File: config.mk
export PLATFORM = sky130hd
export DESIGN_NAME = debug_cmd_unit
export DESIGN_NICKNAME = d
export VERILOG_FILES = /design/src/hdl/debug_bit_engine.v /design/src/hdl/debug_cmd_unit.v
export VERILOG_INCLUDE_DIRS = /design/src /design/src/common
export SDC_FILE = /design/constraint.sdc
export NUM_CORES = 1
export LEC_CHECK = 0
export ABC_AREA = 1
export BUFFER_PORTS_ARGS = -buffer_cell sky130_fd_sc_hd__buf_4
export CAP_MARGIN = 20
export CORE_MARGIN = 1.5
export CORE_UTILIZATION = 50
export CTS_CLUSTER_DIAMETER = 60
export DETAILED_ROUTE_END_ITERATION = 6
export HOLD_SLACK_MARGIN = 0.15
export PLACE_DENSITY = 0.74
export SKIP_LAST_GASP = 1
export SLEW_MARGIN = 20
export SYNTH_ARGS = -nofsm -noshare
export SYNTH_HDL_FRONTEND = slang
export SYNTH_SLANG_ARGS = --single-unit
File: constraint.sdc
create_clock -name clk_sys_i -period 1.9 [get_ports clk_sys_i]
set_input_delay 0.095 -clock clk_sys_i [delete_from_list [all_inputs] [get_ports clk_sys_i]]
set_output_delay 0.095 -clock clk_sys_i [all_outputs]
set_load 0.02 [all_outputs]
File: src/common/debug_cmd_regs.vh
`ifndef DEBUG_CMD_REGS_VH
`define DEBUG_CMD_REGS_VH
// Command codes
`define CMD_ACK_ON 8'hD5
`define CMD_ACK_OFF 8'hD6
`define CMD_ENTER_BG 8'h90
`define CMD_STAT_FETCH 8'hE4
`define CMD_CTRL_LOAD 8'hC4
`define CMD_MEM_FETCH 8'hE0
`define CMD_MEM_FETCH_STAT 8'hE1
`define CMD_LAST_FETCH 8'hE8
`define CMD_MEM_STORE 8'hC0
`define CMD_MEM_STORE_STAT 8'hC1
`define CMD_MATCH_FETCH 8'hE2
`define CMD_MATCH_LOAD 8'hC2
`define CMD_RESUME 8'h08
`define CMD_STEP 8'h10
`define CMD_RESUME_TAG 8'h18
`define CMD_ACC_FETCH 8'h68
`define CMD_FLAGS_FETCH 8'h69
`define CMD_PC_FETCH 8'h6B
`define CMD_INDEX_FETCH 8'h6C
`define CMD_SP_FETCH 8'h6F
`define CMD_INCR_FETCH 8'h70
`define CMD_INCR_FETCH_STAT 8'h71
`define CMD_ACC_LOAD 8'h48
`define CMD_FLAGS_LOAD 8'h49
`define CMD_PC_LOAD 8'h4B
`define CMD_INDEX_LOAD 8'h4C
`define CMD_SP_LOAD 8'h4F
`define CMD_INCR_STORE 8'h50
`define CMD_INCR_STORE_STAT 8'h51
// Status/control field positions
`define SC_ENABLE_BIT 7
`define SC_ACTIVE_BIT 6
`define SC_BKPT_EN_BIT 5
`define SC_FTS_BIT 4
`define SC_ACK_BIT 3
`define SC_RESET 8'h00
// Timing counts in debug clock cycles
`define T_BIT 16
`define T_SAMPLE 10
`define T_DRIVE_LOW 13
`define T_SPEEDUP_ONE 7
`define T_DELAY 16
`define T_TIMEOUT 512
`define T_SYNC_DETECT 128
`define T_SYNC_WAIT 16
`define T_SYNC_LOW 128
`endif

File: src/hdl/debug_bit_engine.v
`timescale 1ns/1ps
`default_nettype none
`include "debug_cmd_regs.vh"
// Bit-level pin engine: receives or sends one bit per host falling edge,
// answers sync requests and flags the inter-edge timeout.
module debug_bit_engine (
	input wire clk_sys_i,
	input wire rst_i,
	input wire pin_i,
	output reg pin_o,
	output reg pin_oe_o,
	input wire tx_en_i,
	input wire tx_bit_i,
	output reg bit_done_o,
	output reg bit_val_o,
	output reg timeout_o,
	output reg sync_o
);
	localparam S_IDLE = 3'h0;
	localparam S_BIT = 3'h1;
	localparam S_LOWWAIT = 3'h2;
	localparam S_SWAIT = 3'h3;
	localparam S_SLOW = 3'h4;
	localparam S_SPULSE = 3'h5;

	reg [2:0] st_q;
	reg [9:0] cnt_q;
	reg [9:0] idle_q;
	reg pin_q;
	reg tx_q;
	wire fall = pin_q & ~pin_i;

	// ----------------------------------------
	// Bit timing and sync
	// ----------------------------------------
	always @(posedge clk_sys_i) begin
		if (rst_i) begin
			st_q <= S_IDLE;
			cnt_q <= 10'h000;
			idle_q <= 10'h000;
			pin_q <= 1'b1;
			tx_q <= 1'b0;
			pin_o <= 1'b1;
			pin_oe_o <= 1'b0;
			bit_done_o <= 1'b0;
			bit_val_o <= 1'b0;
			timeout_o <= 1'b0;
			sync_o <= 1'b0;
		end else begin
			pin_q <= pin_i;
			bit_done_o <= 1'b0;
			timeout_o <= 1'b0;
			sync_o <= 1'b0;
			// Timeout between host edges
			if (fall)
				idle_q <= 10'h000;
			else if (idle_q == `T_TIMEOUT - 1) begin
				idle_q <= 10'h000;
				timeout_o <= 1'b1;
			end else
				idle_q <= idle_q + 10'h001;
			case (st_q)
				S_IDLE: begin
					pin_oe_o <= 1'b0;
					if (fall) begin
						st_q <= S_BIT;
						cnt_q <= 10'h001;
						tx_q <= tx_en_i;
						bit_val_o <= tx_bit_i;
					end
				end
				S_BIT: begin
					cnt_q <= cnt_q + 10'h001;
					if (tx_q) begin
						// Zero: hold low 12 cycles then speed-up pulse
						if (!bit_val_o && cnt_q < `T_DRIVE_LOW) begin
							pin_o <= 1'b0;
							pin_oe_o <= 1'b1;
						end else if (cnt_q == `T_DRIVE_LOW && !bit_val_o) begin
							pin_o <= 1'b1;
						end else if (cnt_q == `T_SPEEDUP_ONE && bit_val_o) begin
							pin_o <= 1'b1;
							pin_oe_o <= 1'b1;
						end else
							pin_oe_o <= 1'b0;
					end else if (cnt_q == `T_SAMPLE) begin
						bit_val_o <= pin_i;
					end
					if (!tx_q && !pin_i && cnt_q >= `T_BIT)
						st_q <= S_LOWWAIT;
					else if (cnt_q == `T_BIT - 1 && (tx_q || pin_i)) begin
						st_q <= S_IDLE;
						pin_oe_o <= 1'b0;
						bit_done_o <= 1'b1;
					end
				end
				S_LOWWAIT: begin
					// Long low: sync request if past threshold, else glitch
					cnt_q <= cnt_q + 10'h001;
					if (pin_i) begin
						st_q <= (cnt_q >= `T_SYNC_DETECT) ? S_SWAIT : S_IDLE;
						cnt_q <= 10'h000;
					end
				end
				S_SWAIT: begin
					cnt_q <= cnt_q + 10'h001;
					if (cnt_q == `T_SYNC_WAIT - 1) begin
						st_q <= S_SLOW;
						cnt_q <= 10'h000;
						sync_o <= 1'b1;
					end
				end
				S_SLOW: begin
					pin_o <= 1'b0;
					pin_oe_o <= 1'b1;
					cnt_q <= cnt_q + 10'h001;
					if (cnt_q == `T_SYNC_LOW - 1)
						st_q <= S_SPULSE;
				end
				S_SPULSE: begin
					pin_o <= 1'b1;
					pin_oe_o <= 1'b1;
					st_q <= S_IDLE;
				end
				default: st_q <= S_IDLE;
			endcase
		end
	end
endmodule
`default_nettype wire

File: src/hdl/debug_cmd_unit.v
`timescale 1ns/1ps
`default_nettype none
`include "debug_cmd_regs.vh"
// How it works
// - Each command opens with an 8-bit code, most significant bit first.
// - Delay slots last 16 debug clocks while the internal access completes.
// - Fields have fixed widths: 16-bit address, 8/16-bit data, 8-bit status.
// - Speed discovery has no code and works at any speed.
// - Code 90 enters background mode only when debug mode is enabled.
// - Codes D5 and D6 turn acknowledge mode on and off anytime.
// - E4 returns status/control; C4 writes the following control byte.
// - E0 reads a memory byte at an address; C0 writes one.
// - E1 and C1 behave likewise and also return status.
// - E8 returns status then re-reads the last read address.
// - E2 returns and C2 loads the 16-bit breakpoint match value.
// - 08 and 18 resume the program; 10 steps one instruction.
// - Register reads after delay: A, flags 8 bits; PC, index, SP 16 bits.
// - Register writes take data then delay with the same widths.
// - 70 and 71 increment index then read; 71 adds status.
// - 50 and 51 increment index then write; 51 adds status.
// - Device waits high, 16 cycles, drives 128 low, 1-cycle high pulse.
// - Breakpoint compares address bus; forced at boundary, tagged on opcode.
// - Breakpoint enable gates all requests and resets to zero.
// - Force/tag select: 1 forced, 0 tagged.
// - Bits last 16 cycles; received bits sampled ten cycles after edge.
// - 512 cycles without host edge aborts the command without side effects.
// - Sending zero drives low 12 cycles then a brief high pulse.
// - Non-intrusive commands run anytime; active ones only in background.
module debug_cmd_unit (
	input wire clk_sys_i,
	input wire rst_i,
	input wire debug_pin_i,
	output wire debug_pin_o,
	output wire debug_pin_oe_o,
	// Memory access port, one-cycle request, data ready next cycle
	output reg mem_req_o,
	output reg mem_we_o,
	output reg [15:0] mem_addr_o,
	output reg [7:0] mem_wdata_o,
	input wire [7:0] mem_rdata_i,
	// CPU register view and control
	input wire [7:0] cpu_acc_i,
	input wire [7:0] cpu_flags_i,
	input wire [15:0] cpu_pc_i,
	input wire [15:0] cpu_index_i,
	input wire [15:0] cpu_sp_i,
	output reg [2:0] cpu_reg_sel_o,
	output reg [15:0] cpu_reg_wdata_o,
	output reg cpu_reg_we_o,
	output reg cpu_resume_o,
	output reg cpu_step_o,
	input wire cpu_halted_i,
	input wire [15:0] cpu_addr_i,
	input wire cpu_opfetch_i,
	input wire cpu_access_i,
	output reg bkpt_force_o,
	output reg bkpt_tag_o,
	output reg background_req_o,
	output reg ack_mode_o
);
	localparam C_IDLE = 3'h0;
	localparam C_RX = 3'h1;
	localparam C_DELAY = 3'h2;
	localparam C_TX = 3'h3;

	reg [2:0] st_q;
	reg [7:0] code_q;
	reg [2:0] phase_q;
	reg [4:0] nbits_q;
	reg [15:0] sh_q;
	reg [15:0] addr_q;
	reg [15:0] last_q;
	reg [15:0] match_q;
	reg [7:0] sc_q;
	reg [4:0] dly_q;
	wire tx_bit = sh_q[15];
	wire bit_done;
	wire bit_val;
	wire tmo;
	wire sync_seen;
	wire tx_en = (st_q == C_TX);

	// Active-only command decode
	function is_active_cmd(input [7:0] c);
		is_active_cmd = (c[7:6] == 2'b00) | (c[7:6] == 2'b01);
	endfunction
	// Width of the 16-bit register commands
	function is_wide(input [7:0] c);
		is_wide = (c[2:0] == 3'h3) | (c[2:0] == 3'h4) | (c[2:0] == 3'h7);
	endfunction

	debug_bit_engine u_bits (
		.clk_sys_i(clk_sys_i),
		.rst_i(rst_i),
		.pin_i(debug_pin_i),
		.pin_o(debug_pin_o),
		.pin_oe_o(debug_pin_oe_o),
		.tx_en_i(tx_en),
		.tx_bit_i(tx_bit),
		.bit_done_o(bit_done),
		.bit_val_o(bit_val),
		.timeout_o(tmo),
		.sync_o(sync_seen)
	);

	// ----------------------------------------
	// Breakpoint unit
	// ----------------------------------------
	always @(posedge clk_sys_i) begin
		if (rst_i) begin
			bkpt_force_o <= 1'b0;
			bkpt_tag_o <= 1'b0;
		end else begin
			bkpt_force_o <= sc_q[`SC_BKPT_EN_BIT] & sc_q[`SC_FTS_BIT]
				& cpu_access_i & (cpu_addr_i == match_q);
			bkpt_tag_o <= sc_q[`SC_BKPT_EN_BIT] & ~sc_q[`SC_FTS_BIT]
				& cpu_opfetch_i & (cpu_addr_i == match_q);
		end
	end

	// ----------------------------------------
	// Command sequencer
	// ----------------------------------------
	// phase: 0 code, 1 address, 2 write data, 3 delay/act, 4 status, 5 read data
	always @(posedge clk_sys_i) begin
		if (rst_i) begin
			st_q <= C_IDLE;
			code_q <= 8'h00;
			phase_q <= 3'h0;
			nbits_q <= 5'h00;
			sh_q <= 16'h0000;
			addr_q <= 16'h0000;
			last_q <= 16'h0000;
			match_q <= 16'h0000;
			sc_q <= `SC_RESET;
			dly_q <= 5'h00;
			mem_req_o <= 1'b0;
			mem_we_o <= 1'b0;
			mem_addr_o <= 16'h0000;
			mem_wdata_o <= 8'h00;
			cpu_reg_sel_o <= 3'h0;
			cpu_reg_wdata_o <= 16'h0000;
			cpu_reg_we_o <= 1'b0;
			cpu_resume_o <= 1'b0;
			cpu_step_o <= 1'b0;
			background_req_o <= 1'b0;
			ack_mode_o <= 1'b0;
		end else begin
			mem_req_o <= 1'b0;
			cpu_reg_we_o <= 1'b0;
			cpu_resume_o <= 1'b0;
			cpu_step_o <= 1'b0;
			background_req_o <= 1'b0;
			sc_q[`SC_ACTIVE_BIT] <= cpu_halted_i;
			ack_mode_o <= sc_q[`SC_ACK_BIT];
			if (tmo || sync_seen) begin
				st_q <= C_IDLE;
			end else case (st_q)
				C_IDLE: begin
					st_q <= C_RX;
					phase_q <= 3'h0;
					nbits_q <= 5'd8;
				end
				C_RX: if (bit_done) begin
					sh_q <= {sh_q[14:0], bit_val};
					nbits_q <= nbits_q - 5'h01;
					if (nbits_q == 5'h01) begin
						if (phase_q == 3'h0) begin
							code_q <= {sh_q[6:0], bit_val};
							phase_q <= 3'h7; // decode next cycle
							st_q <= C_DELAY;
							dly_q <= 5'h00;
						end else if (phase_q == 3'h1) begin
							addr_q <= {sh_q[14:0], bit_val};
							// Bit 5 tells a read (no data field) from a write
							phase_q <= code_q[5] ? 3'h3 : 3'h2;
							nbits_q <= code_q[5] ? 5'h00 : 5'd8;
							st_q <= code_q[5] ? C_DELAY : C_RX;
							dly_q <= 5'h00;
						end else begin
							sh_q <= {sh_q[14:0], bit_val};
							phase_q <= 3'h3;
							st_q <= C_DELAY;
							dly_q <= 5'h00;
						end
					end
				end
				C_DELAY: begin
					if (phase_q == 3'h7) begin
						// Decode the freshly received code
						st_q <= C_RX;
						if (is_active_cmd(code_q) && !cpu_halted_i)
							st_q <= C_IDLE;
						else case (code_q)
							`CMD_MEM_FETCH, `CMD_MEM_FETCH_STAT, `CMD_MEM_STORE,
							`CMD_MEM_STORE_STAT: begin
								phase_q <= 3'h1;
								nbits_q <= 5'd16;
							end
							`CMD_CTRL_LOAD, `CMD_ACC_LOAD, `CMD_FLAGS_LOAD,
							`CMD_INCR_STORE, `CMD_INCR_STORE_STAT: begin
								phase_q <= 3'h2;
								nbits_q <= 5'd8;
							end
							`CMD_MATCH_LOAD, `CMD_PC_LOAD, `CMD_INDEX_LOAD,
							`CMD_SP_LOAD: begin
								phase_q <= 3'h2;
								nbits_q <= 5'd16;
							end
							`CMD_ACK_ON, `CMD_ACK_OFF, `CMD_ENTER_BG, `CMD_RESUME,
							`CMD_STEP, `CMD_RESUME_TAG, `CMD_ACC_FETCH,
							`CMD_FLAGS_FETCH, `CMD_PC_FETCH, `CMD_INDEX_FETCH,
							`CMD_SP_FETCH, `CMD_INCR_FETCH, `CMD_INCR_FETCH_STAT,
							`CMD_STAT_FETCH, `CMD_LAST_FETCH,
							`CMD_MATCH_FETCH: begin
								phase_q <= 3'h3;
								st_q <= C_DELAY;
							end
							default: nbits_q <= 5'h1F; // wait for timeout
						endcase
					end else if (phase_q == 3'h3) begin
						dly_q <= dly_q + 5'h01;
						// Act on the first cycle, release after the delay slot
						if (dly_q == 5'h00) begin
							case (code_q)
								`CMD_ACK_ON: sc_q[`SC_ACK_BIT] <= 1'b1;
								`CMD_ACK_OFF: sc_q[`SC_ACK_BIT] <= 1'b0;
								`CMD_ENTER_BG: background_req_o <= sc_q[`SC_ENABLE_BIT];
								`CMD_CTRL_LOAD: sc_q <= {sh_q[7], 1'b0, sh_q[5:0]};
								`CMD_MATCH_LOAD: match_q <= sh_q;
								`CMD_RESUME, `CMD_RESUME_TAG: cpu_resume_o <= 1'b1;
								`CMD_STEP: cpu_step_o <= 1'b1;
								`CMD_MEM_FETCH, `CMD_MEM_FETCH_STAT, `CMD_LAST_FETCH,
								`CMD_INCR_FETCH, `CMD_INCR_FETCH_STAT: begin
									mem_req_o <= 1'b1;
									mem_we_o <= 1'b0;
									mem_addr_o <= (code_q == `CMD_LAST_FETCH) ? last_q :
										(code_q[7] ? addr_q : cpu_index_i + 16'h0001);
									last_q <= (code_q == `CMD_LAST_FETCH) ? last_q :
										(code_q[7] ? addr_q : cpu_index_i + 16'h0001);
									if (!code_q[7]) begin
										cpu_reg_sel_o <= 3'h4;
										cpu_reg_wdata_o <= cpu_index_i + 16'h0001;
										cpu_reg_we_o <= 1'b1;
									end
								end
								`CMD_MEM_STORE, `CMD_MEM_STORE_STAT, `CMD_INCR_STORE,
								`CMD_INCR_STORE_STAT: begin
									mem_req_o <= 1'b1;
									mem_we_o <= 1'b1;
									mem_wdata_o <= sh_q[7:0];
									mem_addr_o <= code_q[7] ? addr_q : cpu_index_i + 16'h0001;
									if (!code_q[7]) begin
										cpu_reg_sel_o <= 3'h4;
										cpu_reg_wdata_o <= cpu_index_i + 16'h0001;
										cpu_reg_we_o <= 1'b1;
									end
								end
								`CMD_ACC_LOAD, `CMD_FLAGS_LOAD, `CMD_PC_LOAD,
								`CMD_INDEX_LOAD, `CMD_SP_LOAD: begin
									cpu_reg_sel_o <= code_q[2:0];
									cpu_reg_wdata_o <= sh_q;
									cpu_reg_we_o <= 1'b1;
								end
								default: ;
							endcase
						end
						if (dly_q == `T_DELAY - 1 || code_q == `CMD_STAT_FETCH ||
							code_q == `CMD_LAST_FETCH || code_q == `CMD_MATCH_FETCH ||
							code_q == `CMD_CTRL_LOAD || code_q == `CMD_MATCH_LOAD) begin
							// Choose the outgoing field after the delay slot, or at once for E4, E8, E2, C4 and C2
							st_q <= C_TX;
							phase_q <= 3'h5;
							nbits_q <= 5'd8;
							case (code_q)
								`CMD_STAT_FETCH, `CMD_MEM_FETCH_STAT, `CMD_LAST_FETCH,
								`CMD_MEM_STORE_STAT, `CMD_INCR_FETCH_STAT,
								`CMD_INCR_STORE_STAT: begin
									sh_q <= {sc_q, 8'h00};
									phase_q <= 3'h4;
								end
								`CMD_MATCH_FETCH: begin
									sh_q <= match_q;
									nbits_q <= 5'd16;
								end
								`CMD_MEM_FETCH, `CMD_INCR_FETCH: sh_q <= {mem_rdata_i, 8'h00};
								`CMD_ACC_FETCH: sh_q <= {cpu_acc_i, 8'h00};
								`CMD_FLAGS_FETCH: sh_q <= {cpu_flags_i, 8'h00};
								`CMD_PC_FETCH, `CMD_INDEX_FETCH, `CMD_SP_FETCH: begin
									sh_q <= (code_q == `CMD_PC_FETCH) ? cpu_pc_i :
										(code_q == `CMD_SP_FETCH) ? cpu_sp_i : cpu_index_i;
									nbits_q <= 5'd16;
								end
								default: st_q <= C_IDLE;
							endcase
						end
					end
				end
				C_TX: if (bit_done) begin
					sh_q <= {sh_q[14:0], 1'b0};
					nbits_q <= nbits_q - 5'h01;
					if (nbits_q == 5'h01) begin
						// Status then data for the combined reads
						if (phase_q == 3'h4 && (code_q == `CMD_MEM_FETCH_STAT ||
							code_q == `CMD_LAST_FETCH || code_q == `CMD_INCR_FETCH_STAT)) begin
							sh_q <= {mem_rdata_i, 8'h00};
							nbits_q <= 5'd8;
							phase_q <= 3'h5;
						end else
							st_q <= C_IDLE;
					end
				end
				default: st_q <= C_IDLE;
			endcase
		end
	end
endmodule
`default_nettype wire

After elaboration in Yosys (flattened, before gate mapping). Index checks and enable logic that the tools add are counted.

Output and inout bits: 54. Flip-flop bits (word level): 179. Input bits: 94.

Reductions and logical operators: 79. Bitwise logic cells: 19. Eq/ne operators: 76. Add/sub/neg operators: 5. Magnitude comparators: 3. Multiplexer cells: 113.

Operators with widths (number): $mux 16 (12); $eq 8x7->1 const B (14); $eq 8x8->1 const B (12); $pmux 16 s6 (1); $mux 3 (27); $mux 5 (16); $pmux 16 s2 (2); $pmux 16 s3 (1); $reduce_and 6->1 (8); $pmux 10 s4 (1); $mux 7 (5); $eq 10x4->1 const B (3); $mux 10 (3); $pmux 3 s4 (2); $mux 1 (23); $ne 2x2->1 const B (11); $add 10x1->10 const B (2); $pmux 5 s4 (1); $reduce_or 9->1 (2); $add 16x1->16 const B (1); $eq 16x16->1 (1); $eq 8x5->1 const B (2); $reduce_and 8->1 (2); $reduce_or 16->1 (1); other kinds (56) (142).

Longest topological paths before layout.
Depth in word-level cells: 10. Mapped depth: 16. Gate-level depth less buffers: 15.

Hierarchy. Synthesis repeated with hierarchy kept, for this count alone.

Cell total of the unflattened synthesis: 1507. Area total of the unflattened synthesis: 9974.6 µm².

By module, submodules not included: debug_cmd_unit (area an instance 8225.4 µm², cells an instance 1270, times used 1); debug_bit_engine (area an instance 1749.2 µm², cells an instance 237, times used 1).

Least setup slack after synthesis. No wires, ideal clock.

Path kind: flip-flop to flip-flop. Start: register u_bits.cnt_q[0]. End: register u_bits.cnt_q[4]. Data arrival time: 1706 ps. Path slack: 78 ps. Clock period less this slack: 1822 ps. Stages on the path, launching flop included: 13. Path buffers: 0. Data required time: 1784 ps. Path through: dfxtp_1 > ha_1 > inv_1 > nor2_1 > nand4_1 > nand2_1 > o21ai_0 > nor3_1 > nand2_1 > nand2_1 > inv_1 > o211ai_1 > inv_1.

Cells in the longest elaborated chain, start to end: 3. Elaborated cells between the ends (all ways): 5. Those cells by class: add/sub (1); eq/ne (1); mux (3).

RTL lines: start: declaration (RTL line debug_bit_engine.v:27) `reg [9:0] cnt_q;`; start signal: assignment (RTL line debug_bit_engine.v:73) `cnt_q <= cnt_q + 10'h001;`; start signal: assignment (RTL line debug_bit_engine.v:99) `cnt_q <= cnt_q + 10'h001;`; start signal: assignment (RTL line debug_bit_engine.v:106) `cnt_q <= cnt_q + 10'h001;`; $add 10x1->10 / $eq 10x4->1 (equally long branches); $mux 10, on equally long branches (RTL line debug_bit_engine.v:107, debug_bit_engine.v:100); $pmux 10 s4 * (RTL line debug_bit_engine.v:62) `case (st_q)`.

Mark *: on every way between the ends. The rest lies on a longest branch, timed or not. A chain may end at the register's enable or synchronous reset.

Worst setup path after layout.
Start: register code_q[3]. End: register sh_q[11].

Cells in the longest elaborated chain, start to end: 8. Elaborated cells between the ends (all ways): 40. Those cells by class: eq/ne (18); mux (10); reduce/logical (12).

RTL lines: start: declaration (RTL line debug_cmd_unit.v:67) `reg [7:0] code_q;`; start signal: assignment (RTL line debug_cmd_unit.v:169) `code_q <= {sh_q[6:0], bit_val};`; $eq 8x7->1 / $eq 8x8->1 (equally long branches) (RTL line debug_cmd_unit.v:275) `case (code_q)`; $mux 16 / $logic_or 1x1->1 (equally long branches) (2 in a row); $pmux 16 s6 (tied with other cells) (RTL line debug_cmd_unit.v:275); $mux 16 (tied with other cells) (RTL line debug_cmd_unit.v:268) `` if (dly_q == `T_DELAY - 1 || code_q == `CMD_STAT_FETCH || ``; $mux 16 (tied with other cells) (RTL line debug_cmd_unit.v:221) `end else if (phase_q == 3'h3) begin`; $mux 16 (tied with other cells) (RTL line debug_cmd_unit.v:189) `if (phase_q == 3'h7) begin`; $pmux 16 s3 / $reduce_and 8->1 (equally long branches); end signal: assignment (RTL line debug_cmd_unit.v:165) `sh_q <= {sh_q[14:0], bit_val};`; end signal: assignment (RTL line debug_cmd_unit.v:279) `sh_q <= {sc_q, 8'h00};`; end signal: assignment (RTL line debug_cmd_unit.v:283) `sh_q <= match_q;`; end: declaration (RTL line debug_cmd_unit.v:70) `reg [15:0] sh_q;`.

Parallel ways exist; a longest one is shown, timed or not. The select of a mux whose other input is x is not followed.

==> metrics.txt <==
status complete, but fails checks; failing checks negative setup slack; Critical Path AT 2390 ps; WL final 36120 um; time the worst path needs with I/O delays and setup 2043 ps; Layout Nets 1922; Via density 5.502; via count 11520; CTS root buffer clkbuf_16; routed length per placed instance 17.25 um; CP startpoint code_q[3]$_SDFFE_PP0P_; RR Endpoint sh_q[11]$_SDFFE_PP0P_; FF+latch count, synth 178; CP cell instances nand2_2 -> nor2_2 -> buf_4 -> nand2_4 -> buf_12 -> nand3_4 -> nor2_4 -> nand2_4 -> o21ai_0 -> inv_1 -> nand2_1 -> nand3_1 -> nor2_1 -> nor2_1; element type at the critical path end register; slew margin rel. 0.6318; maxcap violations 0; reg-to-reg startpoint code_q[3]$_SDFFE_PP0P_; number of CTS-inserted buffers 17; NetSw 3959 uW; Synth area leader dfxtp_1; ys async rst share 0; largest net degree at the start of global routing 45; Synth Cell Area 9960 um2; share of power burned in registers 0.366; Starting Density 0.5101; total core area 19530 um2; crit path launch type register; unrepaired setup endpoints after global routing true; dominant synthesized flop cell dfxtp_1; fmax 489.5 MHz; Mean Syn Cell Area 6.591 um2; Power Dens Cells 794.3 nW/um2; DR pass1 iterations 6; Tcrit/Tclk final 1.075; crit-path max cell delay 370 ps; DP Wirelength 26280 um; Routed Antenna Nets 0; final hold vios 0; # fillers 1621; Hold/Removal Path Class in -> reg; Synth top area share 0.3578; n_diodes 0; initial antenna violation count 0; worst vdd ir 735.2 uV; synthesized instance count 1511; CP required 2250 ps; Slew Viols, Final 0; H-tree Lvls 4; sequential standard cell area 3597 um2; post-place setup slack -340.2 ps; most numerous cell in the Yosys netlist nand2_1; Die W 144.1 um; Total Negative Setup Slacks -1083 ps; r2r worst-path depth 14; FF-to-FF setup slack -140 ps; clock power share 0.328; area of the multi-input gates 6128 um2; clk slew on worst S/H paths 80 ps; Area Overhead vs Synth 42.41%; Synth area leaders dfxtp_1, nand2_1, nor2_1; slowest CP cell dfxtp_4; share of cells above drive strength 1 0.3067; CTS Sinks 178; sequential area share after synthesis 0.3578; net switching share of the total power 0.3514; Int Pwr 7308 uW; Clk Latency, worst-skew pair 450 ps; Finished Layout Cells 2094; Setup crit end sh_q[11]$_SDFFE_PP0P_; EDFF count, synth 0; crit path kind reg -> reg; final setup violation count 28; worst-path fanout max 6; Synth Warn # 0; routability cong. 1.109; first-pass GRT wire length 52440 um; CTS tree yes; PortBufs 147; Rows 51; syn nets 1617; final worst slack -142.8 ps; I/O pin count 148; clock skew 18.11 ps; global-route usage over all layers 0.3270; vias in the first global route 10170; Residual DRC 0; height of the die 144.1 um; grt total ovfl 0; Post-synth top cells nand2_1, nor2_1, dfxtp_1; P_leak 0.006477 uW; placed cell count 2023; Clock Tree Buf Depth 2; Least-Margin Pin Slew 552.4 ps; combinational power share 0.306; Initial DRC Count 953; post-synthesis cell type count 51; die area 20770 um2; final core utilization 0.7264
## how the worst min path moves through the flow
stage                    from                 endpoint  slack (ps)  cells after the start
6_report       cpu_addr_i[10]    bkpt_tag_o$_SDFF_PP0_         130                      6
5_1_grt        cpu_addr_i[10]    bkpt_tag_o$_SDFF_PP0_         170                      6
4_1_cts          cpu_pc_i[10]    sh_q[10]$_SDFFE_PP0P_         160                      7
3_5_place_dp      debug_pin_i  u_bits.pin_q$_SDFF_PP1_         340                      3
3_3_place_gp      debug_pin_i  u_bits.pin_q$_SDFF_PP1_         330                      3
2_1_floorplan     debug_pin_i  u_bits.pin_q$_SDFF_PP1_         200                      2
## power by group through the flow
stage	sequential (uW)	combinational (uW)	clock [uW]
floorplan	4140	1750	0
global placement	4190	2850	0
detailed placement	4190	2890	0
CTS	4110	2940	3690
global route	4140	3750	3870
finish	4120	3450	3700
## kinds of logic (layout without fill, tap and decap cells)
| group | Yosys count | after routing | synth area share |
|---|---|---|---|
| compound gates | 285 | 285 | 0.1584 |
| xor+xnor | 35 | 35 | 0.03078 |
| fa+ha+maj | 12 | 12 | 0.01507 |
| buf+inv | 203 | 521 | 0.08442 |
| flops | 178 | 178 | 0.3578 |
| simple gates | 798 | 798 | 0.3535 |
## critical path: cells and delay by family (launching register included)
family	cells	cell delay [ps]
flip-flops	1	370
AND/OR/NAND/NOR	10	910
AO/OA/AOI/OAI	1	300
buffers and inverters	3	370
## registers in the layout, indices dropped and copies added, names as in the netlist, 2 cells and up
register	flops
addr_q	16
cpu_reg_wdata_o	16
last_q	16
match_q	16
mem_addr_o	16
sh_q	16
u_bits.cnt_q	10
u_bits.idle_q	10
code_q	8
mem_wdata_o	8
sc_q	8
dly_q	5
nbits_q	5
cpu_reg_sel_o	3
phase_q	3
u_bits.st_q	3
st_q	2
## area by class of cell
type | instances | share of cell area
Clock buffer | 17 | 0.02999
Clock inverter | 15 | 0.01367
Inverter | 147 | 0.04023
Multi-Input combinational cell | 1130 | 0.4321
Sequential cell | 178 | 0.2536
Tap cell | 265 | 0.02338
Timing Repair Buffer | 342 | 0.2070
## layout by cell type, fill, tap and decap left out, types with 15 or more instances in the layout
cell / synthesis / layout
clkbuf_16: 0 / 22
dlygate4sd3_1: 0 / 15
nand3_1: 120 / 104
nand2_4: 3 / 16
nor2_1: 184 / 159
nand2_1: 375 / 337
xor2_1: 15 / 15
o211ai_1: 19 / 19
dfxtp_1: 178 / 161
xnor2_1: 20 / 20
a211oi_1: 20 / 19
nand4_1: 18 / 18
nand2_2: 14 / 39
nor2_2: 8 / 17
nor2_4: 3 / 19
buf_4: 5 / 292
buf_12: 0 / 15
inv_1: 133 / 125
nor3_1: 28 / 22
o21ai_0: 126 / 109
a21oi_1: 105 / 94
inv_2: 12 / 15
## layer usage
| layer | track usage | vias up | share of wire |
|---|---|---|---|
| li1 | - | 5578 | - |
| met1 | 0.4312 | 5343 | 0.42 |
| met2 | 0.5334 | 521 | 0.46 |
| met3 | 0.04470 | 79 | 0.076 |
| met4 | 0.1446 | 0 | 0.035 |
| met5 | 0 | - | 0 |
## stage by stage
step	hold WS, ps	power (uW)	cell area [um2]
5_1_grt	167.9	11760	14180
3_3_place_gp	326.3	7043	12390
6_report	125.4	11270	14180
4_1_cts	156.2	10740	13320
3_5_place_dp	337.5	7083	12390
2_1_floorplan	200.6	5895	9960
## what timing repair did
action,CTS,global route
pin swaps,14,58
setup endpoints to repair,70,132
cloned,0,5
hold endpoints to repair,24,0
hold buffers,16,0
setup buffers,1,18
resized for setup,47,181
(Power assumes the default switching activity.)
